===== src/pkg/pcc_pkg.sv =====
package pcc_pkg;
	// ==========================================
	// register word indices (byte address = index * 4)
	localparam logic [9:0]  IDX_CTRL       = 10'h016;
	localparam logic [9:0]  IDX_TOTAL      = 10'h071;
	localparam logic [9:0]  IDX_ERRCTL     = 10'h072;
	localparam logic [9:0]  IDX_PKTLEN     = 10'h07b;
	localparam logic [9:0]  IDX_IRQSTAT    = 10'h080;
	localparam logic [9:0]  IDX_IRQMASK    = 10'h081;
	localparam int          ADDR_IDX_LSB   = 2;
	localparam int          ADDR_IDX_MSB   = 11;
	// ==========================================
	// field positions
	localparam int          CTRL_EN_BIT    = 0;
	localparam int          CTRL_MODE_BIT  = 1;
	localparam int          ERR_LOCK_BIT   = 0;
	localparam int          ERR_CLEAR_BIT  = 1;
	localparam int          BYTE_OVF_BIT   = 9;
	localparam int          PKT_OVF_BIT    = 10;
	localparam int          IRQ_BYTE_OVF   = 0;
	localparam int          IRQ_PKT_OVF    = 1;
	localparam int          IRQ_ERR_BYTE   = 2;
	localparam int          IRQ_W          = 3;
	// ==========================================
	// reset values and limits
	localparam logic [15:0] PKTLEN_RST     = 16'h05dc;
	localparam logic [1:0]  CTRL_RST       = 2'h0;
	localparam logic [15:0] TOTAL_MAX      = 16'hffff;
	localparam logic [7:0]  ERR_MAX        = 8'hff;
	localparam logic [15:0] PKT_MAX        = 16'hffff;
	localparam logic [2:0]  IRQ_RST        = 3'h0;
	// ==========================================
	// bus slave states
	typedef enum logic [0:0] {ST_IDLE, ST_WAIT} pcc_bus_state_t;
endpackage


===== src/pkg/pcc_reg_if.sv =====
`timescale 1ns/1ps
interface pcc_reg_if;
	logic        wrEn;
	logic [9:0]  addr;
	logic [31:0] wdata;
	logic [31:0] rdata;
	modport slave (output wrEn, output addr, output wdata, input rdata);
	modport regs  (input wrEn, input addr, input wdata, output rdata);
endinterface

===== src/hdl/pcc_ahb_slave.sv =====
`timescale 1ns/1ps
module pcc_ahb_slave import pcc_pkg::*; (
	input  wire logic        ref_clk,
	input  wire logic        resetn,
	input  wire logic        hsel,
	input  wire logic [31:0] haddr,
	input  wire logic [1:0]  htrans,
	input  wire logic        hwrite,
	input  wire logic [31:0] hwdata,
	input  wire logic        hready,
	output logic             hreadyout,
	output logic [31:0]      hrdata,
	output logic             hresp,
	pcc_reg_if.slave         bus
);
	// ==========================================
	// address phase capture
	pcc_bus_state_t state_reg;
	pcc_bus_state_t state_next;
	logic           writeLat_reg;
	logic [9:0]     addrLat_reg;
	wire            accept = hsel & htrans[1] & hready;

	assign state_next = (state_reg == ST_IDLE) ? (accept ? ST_WAIT : ST_IDLE) : ST_IDLE;
	assign bus.wrEn   = (state_reg == ST_WAIT) & writeLat_reg;
	assign bus.addr   = addrLat_reg;
	assign bus.wdata  = hwdata;

	always_ff @(posedge ref_clk or negedge resetn) begin
		if (!resetn) begin
			state_reg    <= ST_IDLE;
			writeLat_reg <= 1'b0;
			addrLat_reg  <= 10'h000;
		end else begin
			state_reg <= state_next;
			if (state_reg == ST_IDLE && accept) begin
				writeLat_reg <= hwrite;
				addrLat_reg  <= haddr[ADDR_IDX_MSB:ADDR_IDX_LSB];
			end
		end
	end

	// ==========================================
	// data phase: one wait state so hrdata comes from a flop
	always_ff @(posedge ref_clk or negedge resetn) begin
		if (!resetn) begin
			hreadyout <= 1'b1;
			hrdata    <= 32'h0000_0000;
			hresp     <= 1'b0;
		end else begin
			hreadyout <= (state_next == ST_IDLE);
			hresp     <= 1'b0;
			if (state_reg == ST_WAIT && !writeLat_reg) begin
				hrdata <= bus.rdata;
			end
		end
	end
endmodule // pcc_ahb_slave


===== src/hdl/pcc_counters.sv =====
`timescale 1ns/1ps
module pcc_counters import pcc_pkg::*; (
	input  wire logic        ref_clk,
	input  wire logic        resetn,
	input  wire logic        enable,
	input  wire logic        mode,
	input  wire logic        byteValid,
	input  wire logic        byteErr,
	input  wire logic [15:0] pktLen,
	input  wire logic        clear,
	output logic [15:0]      totalCnt,
	output logic [7:0]       errCnt,
	output logic             byteOvf,
	output logic             pktOvf,
	output logic             byteOvfEvt,
	output logic             pktOvfEvt
);
	// ==========================================
	// next-value decode
	logic [15:0] pktCnt_reg;
	logic [15:0] pktByte_reg;
	wire         countByte = enable & byteValid;
	wire         countErr  = countByte & byteErr;
	wire         pktDone   = countByte & (16'(pktByte_reg + 16'h0001) >= pktLen);
	wire         errAtMax  = (errCnt == ERR_MAX);
	wire         pktAtMax  = (pktCnt_reg == PKT_MAX);
	assign byteOvfEvt = countByte & (totalCnt == TOTAL_MAX);
	assign pktOvfEvt  = pktDone & pktAtMax;

	// single mode holds at max, continuous mode wraps
	wire [15:0] totalNext = (byteOvfEvt && !mode) ? totalCnt : 16'(totalCnt + 16'h0001);
	wire [7:0]  errNext   = (errAtMax && !mode) ? errCnt : 8'(errCnt + 8'h01);
	wire [15:0] pktNext   = (pktAtMax && !mode) ? pktCnt_reg : 16'(pktCnt_reg + 16'h0001);

	// ==========================================
	// counters; a byte arriving with clear is dropped
	always_ff @(posedge ref_clk or negedge resetn) begin
		if (!resetn) begin
			totalCnt    <= 16'h0000;
			errCnt      <= 8'h00;
			pktCnt_reg  <= 16'h0000;
			pktByte_reg <= 16'h0000;
		end else if (clear) begin
			totalCnt    <= 16'h0000;
			errCnt      <= 8'h00;
			pktCnt_reg  <= 16'h0000;
			pktByte_reg <= 16'h0000;
		end else begin
			if (countByte) totalCnt <= totalNext;
			if (countErr) errCnt <= errNext;
			if (pktDone) pktCnt_reg <= pktNext;
			if (countByte) pktByte_reg <= pktDone ? 16'h0000 : 16'(pktByte_reg + 16'h0001);
		end
	end

	// overflow event wins over a clear in the same cycle
	always_ff @(posedge ref_clk or negedge resetn) begin
		if (!resetn) begin
			byteOvf <= 1'b0;
			pktOvf  <= 1'b0;
		end else begin
			byteOvf <= byteOvfEvt | (byteOvf & ~clear);
			pktOvf  <= pktOvfEvt | (pktOvf & ~clear);
		end
	end
endmodule // pcc_counters


===== src/hdl/pcc_top.sv =====
// Decided for this implementation: the AHB-Lite slave port.
`timescale 1ns/1ps
module pcc_top import pcc_pkg::*; (
	input  wire logic        ref_clk,
	input  wire logic        resetn,
	input  wire logic        hsel,
	input  wire logic [31:0] haddr,
	input  wire logic [1:0]  htrans,
	input  wire logic        hwrite,
	input  wire logic [31:0] hwdata,
	input  wire logic        hready,
	output logic             hreadyout,
	output logic [31:0]      hrdata,
	output logic             hresp,
	input  wire logic        chkByteValid,
	input  wire logic        chkByteErr,
	output logic             irq
);
	// ==========================================
	// register bus
	pcc_reg_if bus ();

	pcc_ahb_slave u_slave (
		.ref_clk   (ref_clk),
		.resetn    (resetn),
		.hsel      (hsel),
		.haddr     (haddr),
		.htrans    (htrans),
		.hwrite    (hwrite),
		.hwdata    (hwdata),
		.hready    (hready),
		.hreadyout (hreadyout),
		.hrdata    (hrdata),
		.hresp     (hresp),
		.bus       (bus.slave)
	);

	function automatic logic hitIdx(input logic [9:0] a, input logic [9:0] idx);
		return a == idx;
	endfunction

	// ==========================================
	// decode
	logic [1:0]       ctrl_reg;
	logic [15:0]      pktLen_reg;
	logic [15:0]      snapTotal_reg;
	logic [7:0]       snapErr_reg;
	logic [IRQ_W-1:0] irqStat_reg;
	logic [IRQ_W-1:0] irqMask_reg;
	logic [IRQ_W-1:0] irqStat_next;
	logic [15:0]      liveTotal;
	logic [7:0]       liveErr;
	logic             byteOvf;
	logic             pktOvf;
	logic             byteOvfEvt;
	logic             pktOvfEvt;

	wire selCtrl    = hitIdx(bus.addr, IDX_CTRL);
	wire selTotal   = hitIdx(bus.addr, IDX_TOTAL);
	wire selErr     = hitIdx(bus.addr, IDX_ERRCTL);
	wire selPktLen  = hitIdx(bus.addr, IDX_PKTLEN);
	wire selIrqStat = hitIdx(bus.addr, IDX_IRQSTAT);
	wire selIrqMask = hitIdx(bus.addr, IDX_IRQMASK);
	wire wrErr      = bus.wrEn & selErr;
	wire lockPulse  = wrErr & bus.wdata[ERR_LOCK_BIT];
	wire clearPulse = wrErr & bus.wdata[ERR_CLEAR_BIT];
	wire takeSnap   = lockPulse | clearPulse;
	wire errEvt     = ctrl_reg[CTRL_EN_BIT] & chkByteValid & chkByteErr;
	wire [IRQ_W-1:0] irqEvents = {errEvt, pktOvfEvt, byteOvfEvt};
	wire [IRQ_W-1:0] irqW1c    = (bus.wrEn & selIrqStat) ? bus.wdata[IRQ_W-1:0] : {IRQ_W{1'b0}};
	// events win over a write-one-to-clear in the same cycle
	assign irqStat_next = irqEvents | (irqStat_reg & ~irqW1c);

	wire [31:0] errWord = {21'h000000, pktOvf, byteOvf, 1'b0, snapErr_reg};
	// count reads show the last snapshot so the pair stays coherent
	assign bus.rdata = selTotal   ? {16'h0000, snapTotal_reg} :
	                   selErr     ? errWord :
	                   selPktLen  ? {16'h0000, pktLen_reg} :
	                   selCtrl    ? {30'h00000000, ctrl_reg} :
	                   selIrqStat ? {29'h00000000, irqStat_reg} :
	                   selIrqMask ? {29'h00000000, irqMask_reg} :
	                   32'h0000_0000;

	// ==========================================
	// counters
	pcc_counters u_cnt (
		.ref_clk    (ref_clk),
		.resetn     (resetn),
		.enable     (ctrl_reg[CTRL_EN_BIT]),
		.mode       (ctrl_reg[CTRL_MODE_BIT]),
		.byteValid  (chkByteValid),
		.byteErr    (chkByteErr),
		.pktLen     (pktLen_reg),
		.clear      (clearPulse),
		.totalCnt   (liveTotal),
		.errCnt     (liveErr),
		.byteOvf    (byteOvf),
		.pktOvf     (pktOvf),
		.byteOvfEvt (byteOvfEvt),
		.pktOvfEvt  (pktOvfEvt)
	);

	// ==========================================
	// software registers
	always_ff @(posedge ref_clk or negedge resetn) begin
		if (!resetn) begin
			ctrl_reg   <= CTRL_RST;
			pktLen_reg <= PKTLEN_RST;
		end else if (bus.wrEn) begin
			if (selCtrl) ctrl_reg <= bus.wdata[1:0];
			if (selPktLen) pktLen_reg <= bus.wdata[15:0];
		end
	end

	always_ff @(posedge ref_clk or negedge resetn) begin
		if (!resetn) begin
			snapTotal_reg <= 16'h0000;
			snapErr_reg   <= 8'h00;
		end else if (takeSnap) begin
			snapTotal_reg <= liveTotal;
			snapErr_reg   <= liveErr;
		end
	end

	// ==========================================
	// interrupts; irq lags status by one cycle
	always_ff @(posedge ref_clk or negedge resetn) begin
		if (!resetn) begin
			irqStat_reg <= IRQ_RST;
			irqMask_reg <= IRQ_RST;
			irq         <= 1'b0;
		end else begin
			irqStat_reg <= irqStat_next;
			if (bus.wrEn && selIrqMask) irqMask_reg <= bus.wdata[IRQ_W-1:0];
			irq <= |(irqStat_reg & irqMask_reg);
		end
	end
endmodule // pcc_top


===== config.mk =====
export PLATFORM = sky130hd
export DESIGN_NAME = pcc_top
export DESIGN_NICKNAME = d
export VERILOG_FILES = /design/src/pkg/pcc_pkg.sv /design/src/pkg/pcc_reg_if.sv /design/src/hdl/pcc_ahb_slave.sv /design/src/hdl/pcc_counters.sv /design/src/hdl/pcc_top.sv
export SDC_FILE = /design/constraint.sdc
export NUM_CORES = 1
export LEC_CHECK = 0
export BUFFER_PORTS_ARGS = -buffer_cell sky130_fd_sc_hd__buf_4
export CAP_MARGIN = 20
export CELL_PAD_IN_SITES_DETAIL_PLACEMENT = 0
export CELL_PAD_IN_SITES_GLOBAL_PLACEMENT = 1
export CORE_UTILIZATION = 44
export CTS_BUF_LIST = sky130_fd_sc_hd__clkbuf_4 sky130_fd_sc_hd__clkbuf_8 sky130_fd_sc_hd__clkbuf_16
export DETAILED_ROUTE_END_ITERATION = 6
export HOLD_SLACK_MARGIN = 0.03
export PLACE_DENSITY_LB_ADDON = 0.1
export SETUP_SLACK_MARGIN = 0.4
export SLEW_MARGIN = 25
export SYNTH_ARGS = -nofsm -noshare
export SYNTH_HDL_FRONTEND = slang
export SYNTH_SLANG_ARGS = --single-unit
export TNS_END_PERCENT = 100

===== constraint.sdc =====
create_clock -name ref_clk -period 4.41 [get_ports ref_clk]
set_clock_uncertainty 0.2 [all_clocks]
set_input_delay 0.2205 -clock ref_clk [delete_from_list [all_inputs] [get_ports ref_clk]]
set_output_delay 0.2205 -clock ref_clk [all_outputs]
set_load 0.05 [all_outputs]

==> results of run 1 <==
-- layout make-up --
type,instances,area [µm²]
fillers,1332,6850
repair buffers,91,785
clock buffers,22,482
well taps,211,264
inverters,21,78.8
multi-input cells,508,3380
clock inverters,10,119
flip-flops and latches,136,3410
-- cell usage in the layout (no fill, tap or decap), types with 9 or more instances in the layout --
| cell | n |
|---|---|
| a21oi_1 | 24 |
| a222oi_1 | 9 |
| a22o_1 | 9 |
| buf_4 | 59 |
| clkbuf_16 | 17 |
| conb_1 | 17 |
| dfrtp_1 | 128 |
| dlygate4sd3_1 | 30 |
| ha_1 | 20 |
| inv_1 | 21 |
| mux2_2 | 12 |
| mux2_4 | 20 |
| nand2_1 | 102 |
| nand2b_1 | 11 |
| nand3_1 | 28 |
| nand4_1 | 23 |
| nor2_1 | 40 |
| o21ai_0 | 47 |
| xnor2_1 | 12 |
| xor2_1 | 22 |
-- layer usage --
layer,wire length (µm),vias up,GRT usage
met4,153,0,0.0595
met1,8290,2605,0.313
met3,693,12,0.0516
met5,0,-,0
li1,-,2618,-
met2,7810,129,0.357
-- logic make-up (layout without fill, tap and decap cells) --
group                    Yosys count  in the layout
AO/OA/AOI/OAI                    130            130
XOR/XNOR                          34             34
adder cells (fa/ha/maj)           20             20
buffers and inverters             63            144
flip-flops                       136            136
multiplexers                      38             38
other                              1             17
AND/OR/NAND/NOR                  269            269
-- power by group through the flow --
stage                     sequential (mW)  clock [mW]  combinational [mW]
final                                1.31        1.44               0.188
after global routing                 1.31        1.52               0.209
after CTS                            1.31        1.47               0.190
after detailed placement             1.33           0               0.169
after global placement               1.33           0               0.166
after floorplan                      1.32           0               0.110
-- what timing repair did --
item	4_1_cts	5_1_grt
endpoints found under the hold margin	140	0
setup endpoints to repair	0	6
setup buffers	0	0
hold buffers	30	0
resized for setup	0	3
-- tightest hold or removal path, cell delays in order --
cell and delay [ns]:
buf_4 0.13, nand3_1 0.11, a41oi_1 0.12, xnor2_1 0.15, nor2_1 0.04
-- through the flow --
step           area [µm²]   util  setup slack [ns]  cells  hold slack [ns]
2_1_floorplan        7090      -             0.741    707           -0.275
3_3_place_gp         7580  0.493             0.619    936            0.210
3_5_place_dp         7610  0.495             0.543    937            0.216
4_1_cts              8510  0.554             0.551    999            0.142
5_1_grt              8520  0.555             0.383    999            0.201
6_report             8520  0.555             0.650    999            0.177
-- path summary, 6_finish.rpt --
path / cells past startpoint / slack [ns] / from / end
worst min-delay path: 5 / 0.18 / chkByteValid / u_cnt.errCnt[0]$_DFFE_PN0P_
min in group asynchronous: 2 / 0.27 / resetn / u_cnt.errCnt[6]$_DFFE_PN0P_
max in group asynchronous: 3 / 2.74 / resetn / pktLen_reg[3]$_DFFE_PN1P_
worst max-delay path: 13 / 0.65 / u_cnt.pktByte_reg[2]$_DFFE_PN0P_ / u_cnt.pktByte_reg[11]$_DFFE_PN0P_
worst max register to register: 13 / 0.65 / u_cnt.pktByte_reg[2]$_DFFE_PN0P_ / u_cnt.pktByte_reg[11]$_DFFE_PN0P_
worst min register to register: 2 / 0.28 / u_slave.hrdata[7]$_DFFE_PN0P_ / u_slave.hrdata[7]$_DFFE_PN0P_
==> run summary, run 1 <==
Final count of pins violating max slew - 0
Most instantiated library cell after synthesis - dfrtp_1
CTS tree - built
Grt ovf - 0
Syn avg cell area - 10.2 µm²
Sequential area share after synthesis - 0.485
RSZ-0062 raised after global routing - true
Area growth syn-to-layout - 21.2%
Sw frac - 0.237
Initial Util - 0.457
Combinational fraction of design power - 0.064
WP data required - 4.56 ns
Routed len/inst - 17.0 µm
Crit-path max FO - 11
Final net count - 868
Outcome - finished, final reports clean
Port Buffers - 51
Internal power - 2.24 mW
First-pass GRT wire length - 28,200 µm
Routed Antenna Nets - 0
Fin Setup TNS - 0 ns
Clock network power share - 0.490
Worst path cell trace - nand3_1, nor3_1, buf_4, nand3_1, nor2_1, xor2_1, ha_1, a211oi_1, nor2_1, a311oi_2, nand3_1, or3_1, o21ai_0
Yosys warning count - 0
Seq pwr share - 0.446
Largest area contributor in the netlist - dfrtp_1
Routability cong. - 0.853
Tot GR Track Use - 0.226
Top_reg_cell synth - dfrtp_1
Delay-heaviest family, CP - simple AND/OR/NAND/NOR gates
DR DRC count - 0
Rel. slew slack - 0.380
Die width - 128 µm
CORE AREA - 15,400 µm²
WS Path Type - reg2reg
Largest family of logic cells by synthesized area - simple AND/OR/NAND/NOR gates
Layout cells sized above 1 - 0.190
Crit share post-route - 0.853
Max-cap check violation count - 0
Full die area - 16,500 µm²
Multiplexer share of the synthesized area - 0.0705
Tightest Hold Check Type - in2reg
Power Density - 344 nW/µm²
Sink Count - 136
Complex-gate fraction of the synthesized area - 0.123
Worst-Skew Late Latency - 0.43 ns
Crit-path slowest cell - dfrtp_1
Post-route minimum period - 3.76 ns
Wirelength, routed - 16,900 µm
Synth top area share - 0.456
Synth area leaders - dfrtp_1 (46%), nand2_1 (5.4%), mux2_4 (4.3%)
Clk slew on worst S/H paths - 0.06 ns
Most frequent cell on the critical path - nand3_1
Drt pass-1 iters - 5
Total Power - 2.93 mW
Adder-Cell Fraction of Synth Area - 0.0356
CP Buf/Inv Count - 1
Clock Path Buffers - 2
Die height - 128 µm
Async SR Flop Fraction - 1.00
CTS root buf - clkbuf_16
Num CTS Buffers - 17
Flops & latches, synth - 136
Initial drt markers - 349
Diode count - 0
Largest net degree at the start of global routing - 108
Leak - 4.14 nW
Xor and xnor area share after synthesis - 0.0424
Vias per inst - 5.37
Post-synth EDFFs - 0
Most frequent cells after synthesis - dfrtp_1 (128), nand2_1 (102), o21ai_0 (47)
Fmax - 266 MHz
Final setup fails - 0
Slew @ Worst Pin - 0.923 ns
Via count - 5,364
Initial antenna violation count - 0
CP Launch Type - flip-flop
Syn Inst Count - 691
Synth cell types - 63
Peak supply drop - 0.294 mV
Row cnt - 45
CP arrival - 3.91 ns
Worst setup EP type - flip-flop
Hold violation count in the final report - 0
HPWL Detailed - 11,700 µm
Synth Area in Simple Gates - 0.195
Synthesized area - 7030 µm²
Max incr delay on CP - 0.47 ns
H-tree depth - 4
Vias in the first global route - 5,417
Psw - 0.695 mW
I/O pins - 108
Power figures use the tool's default switching activity.
==> run 2: changes to the inputs <==
--- a/config.mk
+++ b/config.mk
@@ -14,6 +14,7 @@
 export DETAILED_ROUTE_END_ITERATION = 6
 export HOLD_SLACK_MARGIN = 0.03
 export PLACE_DENSITY_LB_ADDON = 0.1
+export REMOVE_ABC_BUFFERS = 1
 export SETUP_SLACK_MARGIN = 0.4
 export SLEW_MARGIN = 25
 export SYNTH_ARGS = -nofsm -noshare
==> run 2 against run 1 <==
Sequential share of layout area increased by 0.088 points. Count of clock-buffer cells in the layout increased by 2. Maximum frequency increased by 0.38%. Non-clock buffer count decreased by 1. Final area decreased by 0.22%. Die area unchanged. Hold slack improved by 0.012 ns. Sequential power about the same. Combinational power about the same. Clock power about the same. Critical endpoint is now u_cnt.pktCnt_reg[14]$_DFFE_PN0P_.
==> run summary, run 2 (same netlist as run 1, synthesis figures left out) <==
Worst-Skew Late Latency - 0.43 ns
Via count - 5,414
HPWL Detailed - 11,300 µm
I/O pins - 108
Drt pass-1 iters - 5
Num CTS Buffers - 17
Most frequent cells in the layout - dfrtp_1 (128), nand2_1 (102), buf_4 (58), o21ai_0 (47), nor2_1 (40)
Crit-path max FO - 18
Leak - 4.14 nW
Row cnt - 45
CORE AREA - 15,400 µm²
Tightest Hold Check Type - in2reg
Diode count - 0
Initial antenna violation count - 0
WP data required - 4.56 ns
Final setup fails - 0
Initial Util - 0.457
Placed cell area - 7600 µm²
Routed Antenna Nets - 0
Layout cells sized above 1 - 0.189
Worst setup margin - 0.664 ns
DR DRC count - 0
Rel. slew slack - 0.288
Largest net degree at the start of global routing - 98
CP arrival - 3.90 ns
CTS root buf - clkbuf_16
Hold violation count in the final report - 0
Routed len/inst - 16.8 µm
Die width - 128 µm
Slew @ Worst Pin - 1.06 ns
Sink Count - 136
RSZ-0062 raised after global routing - true
CTS tree - built
Die height - 128 µm
Total Power - 2.93 mW
Final Instance Area - 8510 µm²
Clk slew on worst S/H paths - 0.06 ns
Full die area - 16,500 µm²
Final count of pins violating max slew - 0
Final net count - 867
Worst slack, placed - 0.452 ns
Worst setup EP type - flip-flop
Port Buffers - 51
Vias in the first global route - 5,310
Post-route minimum period - 3.75 ns
Area growth syn-to-layout - 21.0%
Clock Path Buffers - 2
Vias per inst - 5.42
Initial drt markers - 274
Outcome - finished, final reports clean
Max-cap check violation count - 0
Fin cells - 998
Fmax - 267 MHz
Peak supply drop - 0.284 mV
Power Density - 344 nW/µm²
First-pass GRT wire length - 27,500 µm
Wirelength, routed - 16,800 µm
Tot GR Track Use - 0.221
H-tree depth - 4
WS Path Type - reg2reg
Fin Setup TNS - 0 ns
Routability cong. - 0.791
Crit share post-route - 0.850
Grt ovf - 0
Commonest non-fill, non-tap cell in the layout - dfrtp_1
Inst Count DP - 936
CP Launch Type - flip-flop
[run 2: cell count changes in the layout (fill, tap and decap cells not counted), sizes merged]
| cell | delta |
|---|---|
| inv | -1 |
| clkinv | -1 |
| clkbuf | +1 |
[run 2: final cells by class]
class / count / area, µm²
clock buffers: 24 / 497
inverters: 21 / 78.8
multi-input cells: 508 / 3380
repair buffers: 90 / 774
fillers: 1337 / 6870
clock inverters: 8 / 97.6
flip-flops and latches: 136 / 3410
well taps: 211 / 264
[run 2: worst max-delay path: stages, from the launching register on]
cell and delay [ns]:
dfrtp_1 0.44, ha_1 0.26, nand3_1 0.17, nor3_1 0.29, and3_1 0.28, nand3_1 0.11, xnor2_1 0.16, ha_1 0.30
nand4_1 0.12, nor3_1 0.24, a311oi_2 0.19, and2_4 0.27, or4_1 0.50, a21oi_1 0.15
[run 2: through the flow]
step	hold slack, ns	utilization
2_1_floorplan	-0.275	-
3_3_place_gp	0.176	0.493
3_5_place_dp	0.192	0.495
4_1_cts	0.185	0.553
5_1_grt	0.222	0.553
6_report	0.189	0.553
[run 2: what timing repair did]
action | 4_1_cts | 5_1_grt
buffers inserted | 0 | 0
endpoints found under the setup margin | 0 | 18
hold buffers | 30 | 0
resized for setup | 0 | 4
hold endpoints to repair | 124 | 0
[run 2: path summary, 6_finish.rpt]
kind | start | end | slack [ns] | cells past startpoint
hold reg to reg | u_slave.hrdata[3]$_DFFE_PN0P_ | u_slave.hrdata[3]$_DFFE_PN0P_ | 0.28 | 2
setup reg to reg | u_cnt.pktByte_reg[0]$_DFFE_PN0P_ | u_cnt.pktCnt_reg[14]$_DFFE_PN0P_ | 0.66 | 13
hold / removal | hready | u_slave.hreadyout$_DFF_PN1_ | 0.19 | 2
min in group asynchronous | resetn | u_slave.bus.addr[4]$_DFFE_PN0P_ | 0.23 | 2
max in group asynchronous | resetn | pktLen_reg[8]$_DFFE_PN1P_ | 2.68 | 3
setup / recovery | u_cnt.pktByte_reg[0]$_DFFE_PN0P_ | u_cnt.pktCnt_reg[14]$_DFFE_PN0P_ | 0.66 | 13
[run 2: per-layer routing]
layer,track usage,vias to the layer above,share of wire
met5,0,-,0
met4,0.0907,0,0.023
met3,0.0491,34,0.038
met2,0.344,98,0.46
met1,0.299,2664,0.48
li1,-,2618,-
[run 2: where the power goes]
part | internal, mW | switching (mW) | total, mW
Sequential | 1.27 | 0.0351 | 1.31
Combinational | 0.0724 | 0.115 | 0.188
Clock | 0.898 | 0.531 | 1.43
Total | 2.24 | 0.682 | 2.93
==> run 3: changes to the inputs <==
--- a/config.mk
+++ b/config.mk
@@ -5,11 +5,12 @@
 export SDC_FILE = /design/constraint.sdc
 export NUM_CORES = 1
 export LEC_CHECK = 0
+export ABC_AREA = 1
 export BUFFER_PORTS_ARGS = -buffer_cell sky130_fd_sc_hd__buf_4
 export CAP_MARGIN = 20
 export CELL_PAD_IN_SITES_DETAIL_PLACEMENT = 0
 export CELL_PAD_IN_SITES_GLOBAL_PLACEMENT = 1
-export CORE_UTILIZATION = 44
+export CORE_UTILIZATION = 38
 export CTS_BUF_LIST = sky130_fd_sc_hd__clkbuf_4 sky130_fd_sc_hd__clkbuf_8 sky130_fd_sc_hd__clkbuf_16
 export DETAILED_ROUTE_END_ITERATION = 6
 export HOLD_SLACK_MARGIN = 0.03
==> constraint.sdc (replaced) <==
create_clock -name ref_clk -period 3.05 [get_ports ref_clk]
set_clock_uncertainty 0.2 [all_clocks]
set_input_delay 0.1525 -clock ref_clk [delete_from_list [all_inputs] [get_ports ref_clk]]
set_output_delay 0.1525 -clock ref_clk [all_outputs]
set_load 0.05 [all_outputs]
==> run 3 against run 2 <==
Die area is 23% higher. Synthesized area is 6.6% higher. Highest routed layer unchanged. Flip-flop and latch count stayed put. Critical path type unchanged.
==> run summary, run 3 <==
Outcome - finished, final reports clean
Final setup fails - 0
WP data required - 3.17 ns
Worst R2R End - u_cnt.pktCnt_reg[14]$_DFFE_PN0P_
Internal power - 3.69 mW
CP Launch Type - flip-flop
Sw frac - 0.280
Worst setup margin - 0.258 ns
Max incr delay on CP - 0.38 ns
Total Power - 5.12 mW
Final Util - 0.494
First-pass GRT wire length - 32,600 µm
Worst setup EP type - flip-flop
Tightest Hold Check Type - in2async
Wirelength, routed - 19,600 µm
Async SR Flop Fraction - 1.00
Hold violation count in the final report - 0
Worst-Skew Late Latency - 0.43 ns
Peak supply drop - 0.364 mV
Seq pwr share - 0.405
Largest area contributor in the netlist - dfrtp_1
Post-route minimum period - 2.79 ns
Die height - 142 µm
Final net count - 1,166
Synth cell types - 41
Most frequent cells in the layout - nand2_1 (296), dfrtp_1 (128), inv_1 (102), buf_4 (86), o21ai_0 (64)
RSZ-0062 raised after global routing - true
Routability cong. - 0.832
Tot GR Track Use - 0.209
Layout fillers - 1,972
Rel. slew slack - 0.452
Max-cap check violation count - 0
Grt ovf - 0
Crit path capture - u_cnt.pktCnt_reg[14]$_DFFE_PN0P_
Fin Setup TNS - 0 ns
Vias in the first global route - 6,370
Initial antenna violation count - 0
Slew @ Worst Pin - 0.819 ns
Clock Path Buffers - 2
Vias per inst - 4.76
Psw - 1.44 mW
Crit-path max FO - 7
Power Density - 534 nW/µm²
Synth top area share - 0.427
Crit share post-route - 0.915
Drt pass-1 iters - 5
Routed len/inst - 14.5 µm
Synthesized area - 7490 µm²
Flops & latches, synth - 136
Full die area - 20,300 µm²
Worst slack, placed - -0.0234 ns
Sink Count - 136
Area growth syn-to-layout - 27.9%
Clk slew on worst S/H paths - 0.06 ns
Worst path cell trace - ha_2, and3_4, buf_6, nand2_4, nor2_4, xnor2_1, inv_1, ha_1, nand2_2, inv_2, nand2_2, a21oi_2, nor2_2, nand3_2, nand2_4, nand2_8, buf_6, nand3_1, nand2_1
Layout cells sized above 1 - 0.199
CTS tree - built
CORE AREA - 19,400 µm²
Num CTS Buffers - 17
Via count - 6,425
Clock network power share - 0.436
Commonest non-fill, non-tap cell in the layout - nand2_1
Leak - 4.80 nW
CP arrival - 2.91 ns
Syn Inst Count - 953
Largest net degree at the start of global routing - 77
R2r setup slk - 0.26 ns
WS Path Type - reg2reg
Initial Util - 0.386
R2R depth - 19
Most frequent cells after synthesis - nand2_1 (305), dfrtp_1 (128), inv_1 (106)
Row cnt - 51
Initial drt markers - 316
H-tree depth - 4
I/O pins - 108
DR DRC count - 0
Routed Antenna Nets - 0
Worst Setup SP - u_cnt.pktByte_reg[0]$_DFFE_PN0P_
Combinational fraction of design power - 0.159
Synth area leaders - dfrtp_1 (43%), nand2_1 (15%), inv_1 (5.3%)
Sequential area share after synthesis - 0.455
Final count of pins violating max slew - 0
Yosys warning count - 0
Port Buffers - 51
Top_reg_cell synth - dfrtp_1
RR Startpoint - u_cnt.pktByte_reg[0]$_DFFE_PN0P_
Crit-path slowest cell - dfrtp_1
HPWL Detailed - 13,600 µm
Die width - 142 µm
Diode count - 0
Post-synth EDFFs - 0
Fmax - 358 MHz
CTS root buf - clkbuf_16
Syn avg cell area - 7.86 µm²
Most instantiated library cell after synthesis - nand2_1
run 3: cell count changes in the layout (fill, tap and decap cells not counted), sizes merged, moves of 12 or more:
cell	change
buf	+32
nand2b	-12
nand3	+26
o21ai	+37
nand2	+210
mux2	-17
inv	+92
nor3	+18
run 3: stage by stage:
stage / cells / hold slack [ns] / cell area, µm²
2_1_floorplan: 926 / -0.343 / 7300
3_3_place_gp: 1270 / 0.0650 / 8240
3_5_place_dp: 1270 / 0.0604 / 8240
4_1_cts: 1350 / 0.183 / 9550
6_report: 1350 / 0.146 / 9590
5_1_grt: 1350 / 0.227 / 9590
run 3: worst max-delay path: cells and delay by family, from the launching register on:
kind	cells	cell delay, ns
buffers and inverters	4	0.40
DFF	1	0.38
xor gates and xnor gates	1	0.11
AOI/OAI and AO/OA	1	0.05
and+or+nand+nor	11	1.02
adders and majority gates	2	0.50
run 3: logic make-up (layout without fill, tap and decap cells):
family	Yosys count	in the layout	share of synthesized area
AOI/OAI and AO/OA	113	113	0.0780
xor gates and xnor gates	33	33	0.0386
adders and majority gates	20	20	0.0334
buffers and inverters	155	270	0.0896
DFF	136	136	0.455
muxes	15	15	0.0225
other	1	17	0.000500
and+or+nand+nor	480	481	0.282
run 3: how the worst min path moves through the flow:
stage	startpoint	to	slack, ns
5_1_grt	resetn	u_slave.bus.addr[7]$_DFFE_PN0P_	0.23
2_1_floorplan	resetn	ctrl_reg[0]$_DFFE_PN0P_	-0.34
3_3_place_gp	resetn	u_slave.bus.addr[7]$_DFFE_PN0P_	0.06
3_5_place_dp	resetn	u_slave.bus.addr[4]$_DFFE_PN0P_	0.06
4_1_cts	resetn	u_slave.bus.addr[4]$_DFFE_PN0P_	0.18
6_report	resetn	u_slave.bus.addr[7]$_DFFE_PN0P_	0.15
run 3: area by class of cell:
cell class,instances,area [µm²],share of cell area
Clock buffer,20,460,0.0480
Clock inverter,11,170,0.0177
Inverter,112,420,0.0438
Multi-Input combinational cell,679,3720,0.388
Sequential cell,136,3410,0.356
Tap cell,265,332,0.0346
Timing Repair Buffer,127,1070,0.112
run 3: power groups by stage:
stage / combinational [mW] / clock [mW] / sequential [mW]
after floorplan: 0.472 / 0 / 2.11
after global placement: 0.739 / 0 / 2.11
after detailed placement: 0.748 / 0 / 2.11
after CTS: 0.816 / 2.28 / 2.08
after global routing: 0.930 / 2.35 / 2.10
final: 0.814 / 2.23 / 2.08
run 3: per-layer routing:
metal  wire (µm)  part of all wire  GRT usage
met1        9750              0.50      0.286
met5           0                 0          0
met3         569             0.029     0.0377
met4         238             0.012     0.0555
met2        9060              0.46      0.341
run 3: timing repair:
action                                 CTS  global route
endpoints found under the hold margin  110             0
setup buffers                           12             0
cloned                                   2             0
setup endpoints to repair               34            34
hold buffers                            35             0
pin swaps                               21             5
gates resized for setup                 51             6
